<file path="src/core/vec_defines.svh">
// register offsets, reset values and timing figures of the ejector control
// assumes a 200 MHz pclk and vacuum readings in whole mbar
`ifndef VEC_DEFINES_SVH
`define VEC_DEFINES_SVH

`define VEC_OFS_CTRL      12'h000
`define VEC_OFS_SWITCH    12'h004
`define VEC_OFS_RESET     12'h008
`define VEC_OFS_BLOW      12'h00C
`define VEC_OFS_LEAKLIM   12'h010
`define VEC_OFS_STATUS    12'h014
`define VEC_OFS_LEAKRATE  12'h018
`define VEC_OFS_VACDISP   12'h01C
`define VEC_OFS_CNT1      12'h020
`define VEC_OFS_CNT2      12'h024
`define VEC_OFS_NV1       12'h028
`define VEC_OFS_NV2       12'h02C
`define VEC_OFS_DISPSEL   12'h030
`define VEC_OFS_DISPOUT   12'h034

`define VEC_RST_MODE      1'h1
`define VEC_RST_UNIT      2'h0
`define VEC_RST_SWITCH    16'h02EE
`define VEC_RST_RESETPT   16'h0258
`define VEC_RST_BLOW      10'h000
`define VEC_RST_LEAK      10'h000
`define VEC_BLOW_MAX      10'h3E7
`define VEC_NV_WRAP       10'h3E7

`define VEC_CLK_NS        32'h0000_0005
`define VEC_HSEC_NS       32'h0098_9680
`define VEC_SEC_NS        32'h3B9A_CA00

`define VEC_INHG_MUL      16'h0BD0
`define VEC_PSI_MUL       16'h05CD
`define VEC_SCALE_SH      10
`endif

</file>
<file path="src/core/vec_pkg.sv">
// types shared by the ejector control
// assumes nothing beyond a SystemVerilog tool
package vec_pkg;
    typedef enum logic [4:0] {
        VEC_IDLE  = 5'h01,
        VEC_SUCK  = 5'h02,
        VEC_HOLD  = 5'h04,
        VEC_EBLOW = 5'h08,
        VEC_TBLOW = 5'h10
    } vec_state_t;
    typedef enum logic [1:0] {
        VEC_U_MBAR = 2'h0,
        VEC_U_KPA  = 2'h1,
        VEC_U_INHG = 2'h2,
        VEC_U_PSI  = 2'h3
    } vec_unit_t;
endpackage

</file>
<file path="src/core/vec_ctrl.sv">
// ejector suction/blow-off control with apb registers and display blocks
// assumes synchronous inputs on pclk and an apb master on the same clock
//
// What this block does
// halt suction when vacuum reaches switch point
// resume suction when vacuum below reset point
// measure leakage mbar/s from control halt
// no control mode: suction always on
// switch point evaluation follows control state
// external blow-off follows blow input exactly
// blow input wins over suction input
// timed blow-off after leaving suction
// blow input overrides suction in timed mode
// blow time 0.01 to 9.99 seconds
// zero blow time selects external blow-off
// vacuum shown in selectable unit; the kPa setting shows the mbar value unconverted
// factory reset keeps counters
// count every suction input pulse, cleared only by presetn
// count every suction valve turn-on
// save counters every thousandth increment
// counters shown as three-digit blocks, highest first
// part number as four blocks, eleven digits
// serial number as three three-digit blocks
// software id shown until exit
// compare in mbar, convert only for display
// counters hold nine decimal digits
//
// Added by the designer: the APB interface to the registers and the register addresses.
`timescale 1ns/1ps
`include "vec_defines.svh"

module vec_ctrl #(
    parameter int unsigned HSEC_CYCLES = `VEC_HSEC_NS / `VEC_CLK_NS,
    parameter int unsigned SEC_CYCLES = `VEC_SEC_NS / `VEC_CLK_NS,
    parameter logic [29:0] SERIAL_NO = 30'h0001_E240,
    parameter logic [9:0] PART_B0 = 10'h00C,
    parameter logic [9:0] PART_B1 = 10'h022,
    parameter logic [9:0] PART_B2 = 10'h038,
    parameter logic [9:0] PART_B3 = 10'h04E,
    parameter logic [9:0] SW_ID = 10'h065
)(
    input wire logic pclk,
    input wire logic presetn,
    input wire logic psel,
    input wire logic penable,
    input wire logic pwrite,
    input wire logic [11:0] paddr,
    input wire logic [31:0] pwdata,
    output logic [31:0] prdata,
    output logic pready,
    output logic pslverr,
    input wire logic suction_in,
    input wire logic blowoff_in,
    input wire logic [15:0] vacuum_level,
    input wire logic disp_next,
    output logic suction_valve,
    output logic blowoff_valve,
    output logic [9:0] disp_block,
    output logic [2:0] disp_point
);
    // arbitrary identity values above; not tied to any product

    // ****************************************
    // helpers
    // ****************************************
    function automatic logic [9:0] blk3(input logic [29:0] v,
                                        input logic [1:0] idx);
        logic [29:0] q;
        q = 30'h0;
        case (idx)
            2'h0: q = v / 30'h000F_4240;
            2'h1: q = (v / 30'h0000_03E8) % 30'h0000_03E8;
            default: q = v % 30'h0000_03E8;
        endcase
        return q[9:0];
    endfunction

    function automatic logic [9:0] wrap_inc(input logic [9:0] m);
        return (m == `VEC_NV_WRAP) ? 10'h000 : m + 10'h001;
    endfunction

    // ****************************************
    // registers
    // ****************************************
    logic mode_r;
    logic [1:0] unit_r;
    logic [15:0] switch_pt_r;
    logic [15:0] reset_pt_r;
    logic [9:0] blow_time_r;
    logic [9:0] leak_lim_r;
    logic [2:0] disp_item_r;
    logic [1:0] disp_idx_r;
    vec_pkg::vec_state_t state_r;
    vec_pkg::vec_state_t state_nxt;
    logic [31:0] tick_r;
    logic [9:0] hsec_r;
    logic suction_d_r;
    logic [29:0] cnt1_r;
    logic [29:0] cnt2_r;
    logic [9:0] mod1_r;
    logic [9:0] mod2_r;
    logic [29:0] nv1_r;
    logic [29:0] nv2_r;
    logic leak_run_r;
    logic [31:0] leak_tmr_r;
    logic [15:0] leak_start_r;
    logic [15:0] leak_rate_r;
    logic leak_err_r;
    logic [31:0] vac_disp_r;
    logic [9:0] disp_block_nxt;
    logic [2:0] disp_point_nxt;
    logic [31:0] rd_nxt;
    logic hit;
    logic wr_en;
    logic sel_wr;
    logic fact_rst;
    logic suck_rise;
    logic suck_enter;

    assign wr_en = psel & penable & pready & pwrite;
    assign sel_wr = wr_en & (paddr == `VEC_OFS_DISPSEL);
    assign fact_rst = wr_en & (paddr == `VEC_OFS_CTRL) & pwdata[3];
    assign suck_rise = suction_in & ~suction_d_r;
    assign suck_enter = (state_nxt == vec_pkg::VEC_SUCK) &&
                        (state_r != vec_pkg::VEC_SUCK);

    // ****************************************
    // apb slave, one cycle answer
    // ****************************************
    always_comb
    begin
        hit = 1'b1;
        rd_nxt = 32'h0000_0000;
        case (paddr)
            `VEC_OFS_CTRL: rd_nxt = {29'h0, unit_r, mode_r};
            `VEC_OFS_SWITCH: rd_nxt = {16'h0, switch_pt_r};
            `VEC_OFS_RESET: rd_nxt = {16'h0, reset_pt_r};
            `VEC_OFS_BLOW: rd_nxt = {22'h0, blow_time_r};
            `VEC_OFS_LEAKLIM: rd_nxt = {22'h0, leak_lim_r};
            `VEC_OFS_STATUS:
                rd_nxt = {22'h0, state_r, leak_err_r, leak_run_r,
                          blowoff_valve, suction_valve, 1'b0};
            `VEC_OFS_LEAKRATE: rd_nxt = {16'h0, leak_rate_r};
            `VEC_OFS_VACDISP: rd_nxt = vac_disp_r;
            `VEC_OFS_CNT1: rd_nxt = {2'h0, cnt1_r};
            `VEC_OFS_CNT2: rd_nxt = {2'h0, cnt2_r};
            `VEC_OFS_NV1: rd_nxt = {2'h0, nv1_r};
            `VEC_OFS_NV2: rd_nxt = {2'h0, nv2_r};
            `VEC_OFS_DISPSEL: rd_nxt = {27'h0, disp_idx_r, disp_item_r};
            `VEC_OFS_DISPOUT: rd_nxt = {19'h0, disp_point, disp_block};
            default: hit = 1'b0;
        endcase
    end

    always_ff @(posedge pclk or negedge presetn)
    begin
        if (!presetn)
        begin
            pready <= 1'b0;
            pslverr <= 1'b0;
            prdata <= 32'h0000_0000;
        end
        else
        begin
            pready <= psel & ~penable;
            pslverr <= psel & ~penable & ~hit;
            if (psel && !penable && !pwrite)
                prdata <= rd_nxt;
        end
    end

    // factory reset restores config only
    always_ff @(posedge pclk or negedge presetn)
    begin
        if (!presetn)
        begin
            mode_r <= `VEC_RST_MODE;
            unit_r <= `VEC_RST_UNIT;
            switch_pt_r <= `VEC_RST_SWITCH;
            reset_pt_r <= `VEC_RST_RESETPT;
            blow_time_r <= `VEC_RST_BLOW;
            leak_lim_r <= `VEC_RST_LEAK;
        end
        else if (fact_rst)
        begin
            mode_r <= `VEC_RST_MODE;
            unit_r <= `VEC_RST_UNIT;
            switch_pt_r <= `VEC_RST_SWITCH;
            reset_pt_r <= `VEC_RST_RESETPT;
            blow_time_r <= `VEC_RST_BLOW;
            leak_lim_r <= `VEC_RST_LEAK;
        end
        else if (wr_en)
        begin
            case (paddr)
                `VEC_OFS_CTRL:
                begin
                    mode_r <= pwdata[0];
                    unit_r <= pwdata[2:1];
                end
                `VEC_OFS_SWITCH: switch_pt_r <= pwdata[15:0];
                `VEC_OFS_RESET: reset_pt_r <= pwdata[15:0];
                // blow time clipped to 9.99 s
                `VEC_OFS_BLOW:
                    blow_time_r <= (pwdata[9:0] > `VEC_BLOW_MAX) ?
                                   `VEC_BLOW_MAX : pwdata[9:0];
                `VEC_OFS_LEAKLIM: leak_lim_r <= pwdata[9:0];
                default: ;
            endcase
        end
    end

    // ****************************************
    // suction and blow-off sequencing
    // ****************************************
    always_comb
    begin
        state_nxt = state_r;
        // blow input has priority
        if (blowoff_in)
            state_nxt = vec_pkg::VEC_EBLOW;
        else
        begin
            case (state_r)
                vec_pkg::VEC_IDLE, vec_pkg::VEC_EBLOW:
                    state_nxt = suction_in ? vec_pkg::VEC_SUCK
                                           : vec_pkg::VEC_IDLE;
                vec_pkg::VEC_SUCK, vec_pkg::VEC_HOLD:
                begin
                    // timed blow only with nonzero time
                    if (!suction_in)
                        state_nxt = (blow_time_r != 10'h000) ?
                                    vec_pkg::VEC_TBLOW : vec_pkg::VEC_IDLE;
                    // no control keeps suction on
                    else if (!mode_r)
                        state_nxt = vec_pkg::VEC_SUCK;
                    // halt at switch point
                    else if (state_r == vec_pkg::VEC_SUCK &&
                             vacuum_level >= switch_pt_r)
                        state_nxt = vec_pkg::VEC_HOLD;
                    // resume below reset point
                    else if (state_r == vec_pkg::VEC_HOLD &&
                             vacuum_level < reset_pt_r)
                        state_nxt = vec_pkg::VEC_SUCK;
                end
                vec_pkg::VEC_TBLOW:
                    if (suction_in)
                        state_nxt = vec_pkg::VEC_SUCK;
                    else if (hsec_r == blow_time_r)
                        state_nxt = vec_pkg::VEC_IDLE;
                default: state_nxt = vec_pkg::VEC_IDLE;
            endcase
        end
    end

    // valves follow the sequencer
    always_ff @(posedge pclk or negedge presetn)
    begin
        if (!presetn)
        begin
            state_r <= vec_pkg::VEC_IDLE;
            suction_valve <= 1'b0;
            blowoff_valve <= 1'b0;
        end
        else
        begin
            state_r <= state_nxt;
            suction_valve <= (state_nxt == vec_pkg::VEC_SUCK);
            blowoff_valve <= (state_nxt == vec_pkg::VEC_EBLOW) ||
                             (state_nxt == vec_pkg::VEC_TBLOW);
        end
    end

    // blow timer in hundredths of a second
    always_ff @(posedge pclk or negedge presetn)
    begin
        if (!presetn)
        begin
            tick_r <= 32'h0000_0000;
            hsec_r <= 10'h000;
        end
        else if (state_r != vec_pkg::VEC_TBLOW)
        begin
            tick_r <= 32'h0000_0000;
            hsec_r <= 10'h000;
        end
        else if (tick_r == HSEC_CYCLES - 1)
        begin
            tick_r <= 32'h0000_0000;
            hsec_r <= hsec_r + 10'h001;
        end
        else
            tick_r <= tick_r + 32'h0000_0001;
    end

    // ****************************************
    // counters, cleared only by presetn
    // ****************************************
    // counting and saving
    always_ff @(posedge pclk or negedge presetn)
    begin
        if (!presetn)
        begin
            suction_d_r <= 1'b0;
            cnt1_r <= 30'h0;
            cnt2_r <= 30'h0;
            mod1_r <= 10'h000;
            mod2_r <= 10'h000;
            nv1_r <= 30'h0;
            nv2_r <= 30'h0;
        end
        else
        begin
            suction_d_r <= suction_in;
            if (suck_rise)
            begin
                cnt1_r <= cnt1_r + 30'h1;
                mod1_r <= wrap_inc(mod1_r);
                if (mod1_r == `VEC_NV_WRAP)
                    nv1_r <= cnt1_r + 30'h1;
            end
            if (suck_enter)
            begin
                cnt2_r <= cnt2_r + 30'h1;
                mod2_r <= wrap_inc(mod2_r);
                if (mod2_r == `VEC_NV_WRAP)
                    nv2_r <= cnt2_r + 30'h1;
            end
        end
    end

    // ****************************************
    // leakage over one second after a halt
    // ****************************************
    // leak rate from the halt instant
    always_ff @(posedge pclk or negedge presetn)
    begin
        if (!presetn)
        begin
            leak_run_r <= 1'b0;
            leak_tmr_r <= 32'h0000_0000;
            leak_start_r <= 16'h0000;
            leak_rate_r <= 16'h0000;
            leak_err_r <= 1'b0;
        end
        else if (state_r == vec_pkg::VEC_SUCK &&
                 state_nxt == vec_pkg::VEC_HOLD)
        begin
            leak_run_r <= 1'b1;
            leak_tmr_r <= 32'h0000_0000;
            leak_start_r <= vacuum_level;
        end
        else if (leak_run_r && state_r != vec_pkg::VEC_HOLD)
            leak_run_r <= 1'b0;
        else if (leak_run_r && leak_tmr_r == SEC_CYCLES - 1)
        begin
            leak_run_r <= 1'b0;
            leak_rate_r <= (leak_start_r > vacuum_level) ?
                           leak_start_r - vacuum_level : 16'h0000;
            leak_err_r <= (leak_lim_r != 10'h000) &&
                          (leak_start_r > vacuum_level) &&
                          (leak_start_r - vacuum_level >
                           {6'h00, leak_lim_r});
        end
        else if (leak_run_r)
            leak_tmr_r <= leak_tmr_r + 32'h0000_0001;
        else if (leak_lim_r == 10'h000)
            leak_err_r <= 1'b0;
    end

    // conversion only for display
    always_ff @(posedge pclk or negedge presetn)
    begin
        if (!presetn)
            vac_disp_r <= 32'h0000_0000;
        else
        begin
            case (vec_pkg::vec_unit_t'(unit_r))
                vec_pkg::VEC_U_INHG:
                    vac_disp_r <= ({16'h0, vacuum_level} *
                                   {16'h0, `VEC_INHG_MUL}) >> `VEC_SCALE_SH;
                vec_pkg::VEC_U_PSI:
                    vac_disp_r <= ({16'h0, vacuum_level} *
                                   {16'h0, `VEC_PSI_MUL}) >> `VEC_SCALE_SH;
                default: vac_disp_r <= {16'h0, vacuum_level};
            endcase
        end
    end

    // ****************************************
    // display blocks
    // ****************************************
    always_comb
    begin
        disp_block_nxt = 10'h000;
        disp_point_nxt = 3'h0;
        case (disp_item_r)
            // counters highest block first
            3'h1:
            begin
                disp_block_nxt = blk3(cnt1_r, disp_idx_r);
                disp_point_nxt = 3'h4 >> disp_idx_r;
            end
            3'h2:
            begin
                disp_block_nxt = blk3(cnt2_r, disp_idx_r);
                disp_point_nxt = 3'h4 >> disp_idx_r;
            end
            // part number, first point hidden
            3'h3:
            begin
                case (disp_idx_r)
                    2'h0: disp_block_nxt = PART_B0;
                    2'h1: disp_block_nxt = PART_B1;
                    2'h2: disp_block_nxt = PART_B2;
                    default: disp_block_nxt = PART_B3;
                endcase
                disp_point_nxt = (disp_idx_r == 2'h0) ? 3'h0 : 3'h4;
            end
            // serial number in three blocks
            3'h4:
            begin
                disp_block_nxt = blk3(SERIAL_NO, disp_idx_r);
                disp_point_nxt = 3'h4 >> disp_idx_r;
            end
            // software id until exit
            3'h5: disp_block_nxt = SW_ID;
            default: ;
        endcase
    end

    always_ff @(posedge pclk or negedge presetn)
    begin
        if (!presetn)
        begin
            disp_item_r <= 3'h0;
            disp_idx_r <= 2'h0;
            disp_block <= 10'h000;
            disp_point <= 3'h0;
        end
        else
        begin
            disp_block <= disp_block_nxt;
            disp_point <= disp_point_nxt;
            if (sel_wr)
            begin
                disp_item_r <= pwdata[2:0];
                disp_idx_r <= 2'h0;
            end
            else if (disp_next)
            begin
                if ((disp_item_r == 3'h3 && disp_idx_r == 2'h3) ||
                    (disp_item_r != 3'h3 && disp_idx_r == 2'h2) ||
                    disp_item_r == 3'h5)
                    disp_idx_r <= 2'h0;
                else
                    disp_idx_r <= disp_idx_r + 2'h1;
            end
        end
    end
endmodule

</file>
<file path="config.mk">
export PLATFORM = sky130hd
export DESIGN_NAME = vec_ctrl
export DESIGN_NICKNAME = d
export VERILOG_FILES = /design/src/core/vec_pkg.sv /design/src/core/vec_ctrl.sv
export VERILOG_INCLUDE_DIRS = /design/src /design/src/core
export SDC_FILE = /design/constraint.sdc
export NUM_CORES = 2
export LEC_CHECK = 0
export ABC_AREA = 1
export ABC_CLOCK_PERIOD_IN_PS = 18050
export BUFFER_PORTS_ARGS = -buffer_cell sky130_fd_sc_hd__buf_4
export CAP_MARGIN = 20
export CORE_AREA = 2 2 411 413
export CTS_BUF_LIST = sky130_fd_sc_hd__clkbuf_4 sky130_fd_sc_hd__clkbuf_8
export DETAILED_ROUTE_END_ITERATION = 7
export DIE_AREA = 0 0 413 415
export GPL_TIMING_DRIVEN = 1
export HOLD_SLACK_MARGIN = 0.03
export PLACE_DENSITY = 0.57
export SYNTH_ARGS = -nofsm -noshare
export SYNTH_HDL_FRONTEND = slang
export SYNTH_SLANG_ARGS = --single-unit
</file>
<file path="constraint.sdc">
create_clock -name pclk -period 18.05 [get_ports pclk]
set_clock_uncertainty 0.15 [all_clocks]
set_input_delay 3.61 -clock pclk [delete_from_list [all_inputs] [get_ports pclk]]
set_output_delay 3.61 -clock pclk [all_outputs]
set_load 0.1 [all_outputs]
</file>
Yosys cells after proc, flatten, opt, wreduce, memory -nomap -nowiden
Cells that the tools add are included.
{ "totals": {"elab_cells": 220, "in_bits": 68, "register_bits": 395} }
{ "classes": {"n_addsub": 9, "multipliers": 2, "n_bitwise": 14, "eq_ne": 44, "mux": 59, "magnitude_cmp": 5, "reduce_logical": 47, "shifts": 1, "n_div": 8} }
{ "ops": {"columns": ["op", "n"], "rows": [
  ["32-bit one-hot mux with 14 select lines", 1],
  ["32-bit two-way mux", 6],
  ["30-bit by 10-bit modulo with 30-bit output, second input constant", 4],
  ["16-bit two-way mux", 7],
  ["10-bit two-way mux", 11],
  ["12-bit by 6-bit == test with 1-bit output, second input constant", 6],
  ["32-bit by 1-bit adder with 32-bit output, second input constant", 2],
  ["30-bit by 1-bit adder with 30-bit output, second input constant", 2],
  ["30-bit by 10-bit divider with 30-bit output, second input constant", 2],
  ["30-bit by 20-bit divider with 30-bit output, second input constant", 2],
  ["10-bit one-hot mux with 5 select lines", 1],
  ["12-bit by 5-bit == test with 1-bit output, second input constant", 4],
  ["5-bit two-way mux", 8],
  ["10-bit one-hot mux with 2 select lines", 2],
  ["18-bit one-hot mux with 2 select lines", 1],
  ["32-bit by 21-bit == test with 1-bit output, second input constant", 1],
  ["32-bit by 28-bit == test with 1-bit output, second input constant", 1],
  ["10-bit by 1-bit adder with 10-bit output, second input constant", 3],
  ["16-bit by 11-bit multiplier with 27-bit output, second input constant", 1],
  ["12-bit by 4-bit == test with 1-bit output, second input constant", 2],
  ["16-bit by 8-bit multiplier with 24-bit output, second input constant", 1],
  ["7-bit one-hot mux with 3 select lines", 1],
  ["10-bit == test, second input constant", 2],
  ["10-bit nonzero test", 2],
  ["other kinds (48)", 116]
]} }

Logic depth before layout (Yosys ltp)
{ "logic_depth": {"depth_word": 12, "mapped_depth": 227, "ltp_nobuf": 219} }

Worst setup path after synthesis
No wires, ideal clock.
{ "synth_timing": {"kind": "register to register", "from": "reg cnt2_r[25]", "to": "reg disp_block[3]", "setup_ps": 113, "setup_slack_ps": -1360, "path_buffers": 11, "period_less_slack_ps": 19410, "required_time_ps": 17787, "stages_incl_launch_ff": 192, "arrival_ps": 19147, "cell_sequence": "dfrtp_1 > nand2_4 > nor2_8 > nand3_4 > nand2_2 > nand3_2 > nand2_1 > inv_2 > nand2_2 > nand2_2 > nor2_4 > nand3_4 > nand3_1 > nand2_4 > nor2_8 > nand3_4 > nand2_8 > nand2_4 > [156 not listed] > nand3b_1 > nor2_4 > nand3_2 > buf_8 > nand2_1 > nand2_1 > nand2_1 > nand2_1 > nor2_1 > nand2_1 > nor2_2 > nand3_1 > nand2_1 > nand2_1 > o21bai_1 > nand4_1 > nand2_1 > inv_1"} }
{ "synth_via": {"elab_chain_cells": 4, "word_cells_on_any_way": 6} }
{ "synth_lines": {"columns": ["element", "line", "text"], "rows": [
  ["start: declaration", "vec_ctrl.sv:99", "logic [29:0] cnt2_r;"],
  ["start signal: assignment", "vec_ctrl.sv:324", "cnt2_r <= cnt2_r + 30'h1;"],
  ["30-bit by 10-bit divider with 30-bit output", "vec_ctrl.sv:72", "2'h1: q = (v / 30'h0000_03E8) % 30'h0000_03E8;"],
  ["30-bit by 10-bit modulo with 30-bit output", "vec_ctrl.sv:72", null],
  ["10-bit one-hot mux with 2 select lines *", "vec_ctrl.sv:70", "case (idx)"],
  ["10-bit one-hot mux with 5 select lines *", "vec_ctrl.sv:397", "case (disp_item_r)"],
  ["via disp_block_nxt[3]", "vec_ctrl.sv:110", "logic [9:0] disp_block_nxt;"],
  ["end signal: assignment", "vec_ctrl.sv:443", "disp_block <= disp_block_nxt;"],
  ["end: declaration", "vec_ctrl.sv:58", "output logic [9:0] disp_block,"]
]} }
The timed path passes the listed nets; every way through them passes the cells marked *.
A chain may end at the register's enable or synchronous reset.

Worst setup path after layout
{ "layout_timing": {"from": "reg cnt2_r[26]", "to": "reg disp_block[3]"} }
Same word-level chain as after synthesis.

==> out/qor.csv <==
stage;metric;value;unit
status;status;finished, violations left;
status;violations;design-rule violations, negative setup slack;
cells_and_area;nets;11600;
place;port_buffers;98;
detailed_routing;ant_nets;0;
grt;grt_pass1_vias;64000;
setup_path;slowest_delay;0.42;ns
cts;clockBufferDepth;3;
timing;slew_viol_final;0;
synth;synth.top_cell.area_share;15.8;%
cells_and_area;design_area;78900;sq um
die;io_pins;117;
die;die_h;415;um
cells_and_area;layout-drive-gt1-share;32.8;%
timing;worst_pin_slew;1.26;ns
setup_path;path_max_fanout;16;
cells_and_area;area_delta_synth_final;35.8;%
detailed_routing;drc;1;
synth;synth_most_common_cell;nand2_1;
synth;synth_cells;9290;
timing;finalCriticalPeriod;21.40;ns
grt;globalRouteOverflowTotal;0;
synth;ys_top_cells_by_count;2,330 x nand2_1, 1,439 x inv_1, 838 x nor2_1;
detailed_routing;wl_per_cell;14.4;um
detailed_routing;wirelength;194;mm
synth;synth_edf_count;0;
synth;yosys.area.top_type;dfrtp_1;
setup_path;crit_slowest_cell;dfrtp_2;
die;die_area;171000;sq um
place;dp_hpwl;156;mm
detailed_routing;drt-vias-per-instance;4.90;
setup_path;path_class;register to register;
run;timing.max_cap.violations;0;
synth;synth_area;58100;sq um
die;rows;150;
synth;yosysUniqueCellTypes;108;
detailed_routing;detail_route.iter0.violations;3739;
timing;final-setup-viol-count;7;
synth;synth.avg_cell_area;6.26;sq um
cts;cts_tree;built;
synth;synthTopCellsByArea;dfrtp_1 16%, nand2_1 15%, inv_1 9.3%;
grt;antenna_found_initial;2;
cts;cts_made_buffers;67;
synth;ys_warn_count;0;
setup_path;cp_data_required_time;18.50;ns
cts;clkLatencyLatePin;0.71;ns
timing;hold_violations;0;
setup_path;start_kind;register;
setup_path;worstPathArrival;21.85;ns
place;place_area;74000;sq um
synth;synth-main-ff-cell;dfrtp_1;
detailed_routing;drt_first_pass_iters;8;
cts;clk_pin_slew;0.07;ns
synth;yosysSeqAreaShare;16.3;%
place;routabilityCongestion;0.942;
die;core;167000;sq um
timing;fin_ws;-3.35;ns
synth;synth-seq-cells;379;
cts;cts_max_level;3;
setup_path;endpoint_kind;register;
die;initial_core_util;34.9;%
min_path;worstHoldPathType;register to register;
die;die_w;413;um
grt;grt_start_max_net_pins;160;
detailed_routing;vias;65900;
cts;root_buffer;clkbuf_8;
timing;slew_headroom;14.9;%
grt;grt_pass1_wl;314;mm
timing;rsz0062_at_grt;yes;
synth;async_flop_share;100;%
timing;fmax;0.0467;GHz
cts;cts_sinks;379;
grt;grt_use_total;21.9;%
timing;period_share;119;%
per-stage QoR:
step | hold WS [ns] | setup WS, ns | cells | utilization (%) | TNS [ns]
4_1_cts | 0.311 | -3.25 | 13400 | 46.1 | -22.44
3_3_place_gp | 0.297 | -3.40 | 13200 | 44.4 | -23.48
2_1_floorplan | 0.283 | -0.870 | 9291 | - | -5.86
3_5_place_dp | 0.303 | -3.85 | 13200 | 44.4 | -26.70
5_1_grt | 0.340 | -5.24 | 13500 | 47.4 | -36.39
6_report | 0.305 | -3.35 | 13500 | 47.4 | -22.95
cells in the final DEF (no fill, tap or decap), types with 36 or more instances in the layout:
cell,count
dfrtp_1,362
inv_1,1419
xnor2_1,61
nor2_2,162
inv_2,154
nor2_1,740
clkinv_1,41
nand2_4,159
nor3_1,168
xor2_1,270
a21oi_1,191
ha_1,203
o21ai_0,397
nand4_1,233
buf_4,1942
nand3_1,604
o21ai_2,36
nor2_4,125
clkbuf_8,77
fa_1,113
o22ai_1,143
nand3_4,52
nand3b_1,41
nand3_2,145
nand2_2,465
nor4_1,37
nand2_1,2244
o21ai_1,60
logic make-up after synthesis:
group / count (synthesis) / share of synthesized area, %
and+or+nand+nor: 5305 / 45.0
xor gates and xnor gates: 362 / 5.52
DFF: 379 / 16.3
buffers and inverters: 1818 / 13.3
AOI/OAI and AO/OA: 1098 / 11.3
muxes: 10 / 0.192
adders and majority gates: 317 / 8.28
other: 1 / 0.00645
sequential cells by signal (all words and copies together), names as in the netlist, 2 cells and up:
signal and count:
leak_start_r 16, tick_r 32, vac_disp_r 18, mod2_r 10, blow_time_r 10, cnt2_r 30, disp_block 10, switch_pt_r 16
leak_lim_r 10, nv1_r 30, leak_tmr_r 32, disp_idx_r 2, mod1_r 10, state_r 5, unit_r 2, cnt1_r 30
reset_pt_r 16, nv2_r 30, disp_point 3, leak_rate_r 16, disp_item_r 3, prdata 30, hsec_r 10
path summary, 6_finish.rpt:
check	startpoint	end	slack, ns	depth (start not counted)
max in group asynchronous	presetn	cnt1_r[17]	12.83	3
max	cnt2_r[26]	disp_block[3]	-3.35	192
min reg2reg	tick_r[0]	tick_r[0]	0.30	1
max reg2reg	cnt2_r[26]	disp_block[3]	-3.35	192
min	tick_r[0]	tick_r[0]	0.30	1
min in group asynchronous	presetn	leak_tmr_r[13]	2.75	1
critical path: cells and delay by family, from the launching register on:
family / cells / cell delay [ns]
compound gates: 10 / 1.79
xor+xnor: 1 / 0.19
buf+inv: 33 / 3.81
flops: 1 / 0.42
simple gates: 148 / 14.88
layout make-up:
class | count | area (sq um)
multi-input cells | 7113 | 43600
flip-flops and latches | 379 | 9510
inverters | 1646 | 6350
well taps | 2204 | 2760
diodes | 3 | 7.51
repair buffers | 1986 | 15300
repair inverters | 1 | 5.00
clock inverters | 26 | 228
fillers | 17000 | 87700
clock buffers | 98 | 1220
metal layers:
layer,routed length (um),vias to the layer above,GRT usage (%),part of all wire (%)
met2,94600,1293,39.1,49
met3,7910,259,1.75,4.1
met4,5140,0,5.80,2.7
li1,-,33600,-,-
met1,86000,30800,28.1,44
met5,0,-,0,0
what timing repair did:
| item | in CTS | in global routing |
|---|---|---|
| hold buffers | 0 | 0 |
| setup buffers | 55 | 72 |
| gates cloned | 13 | 11 |
| setup endpoints to repair | 8 | 10 |
| gates resized for setup | 172 | 328 |
| pin swaps | 106 | 179 |
Power is left out: the tool's default activity adds up to more than one toggle a clock period on the data nets, which glitch-free logic cannot reach.
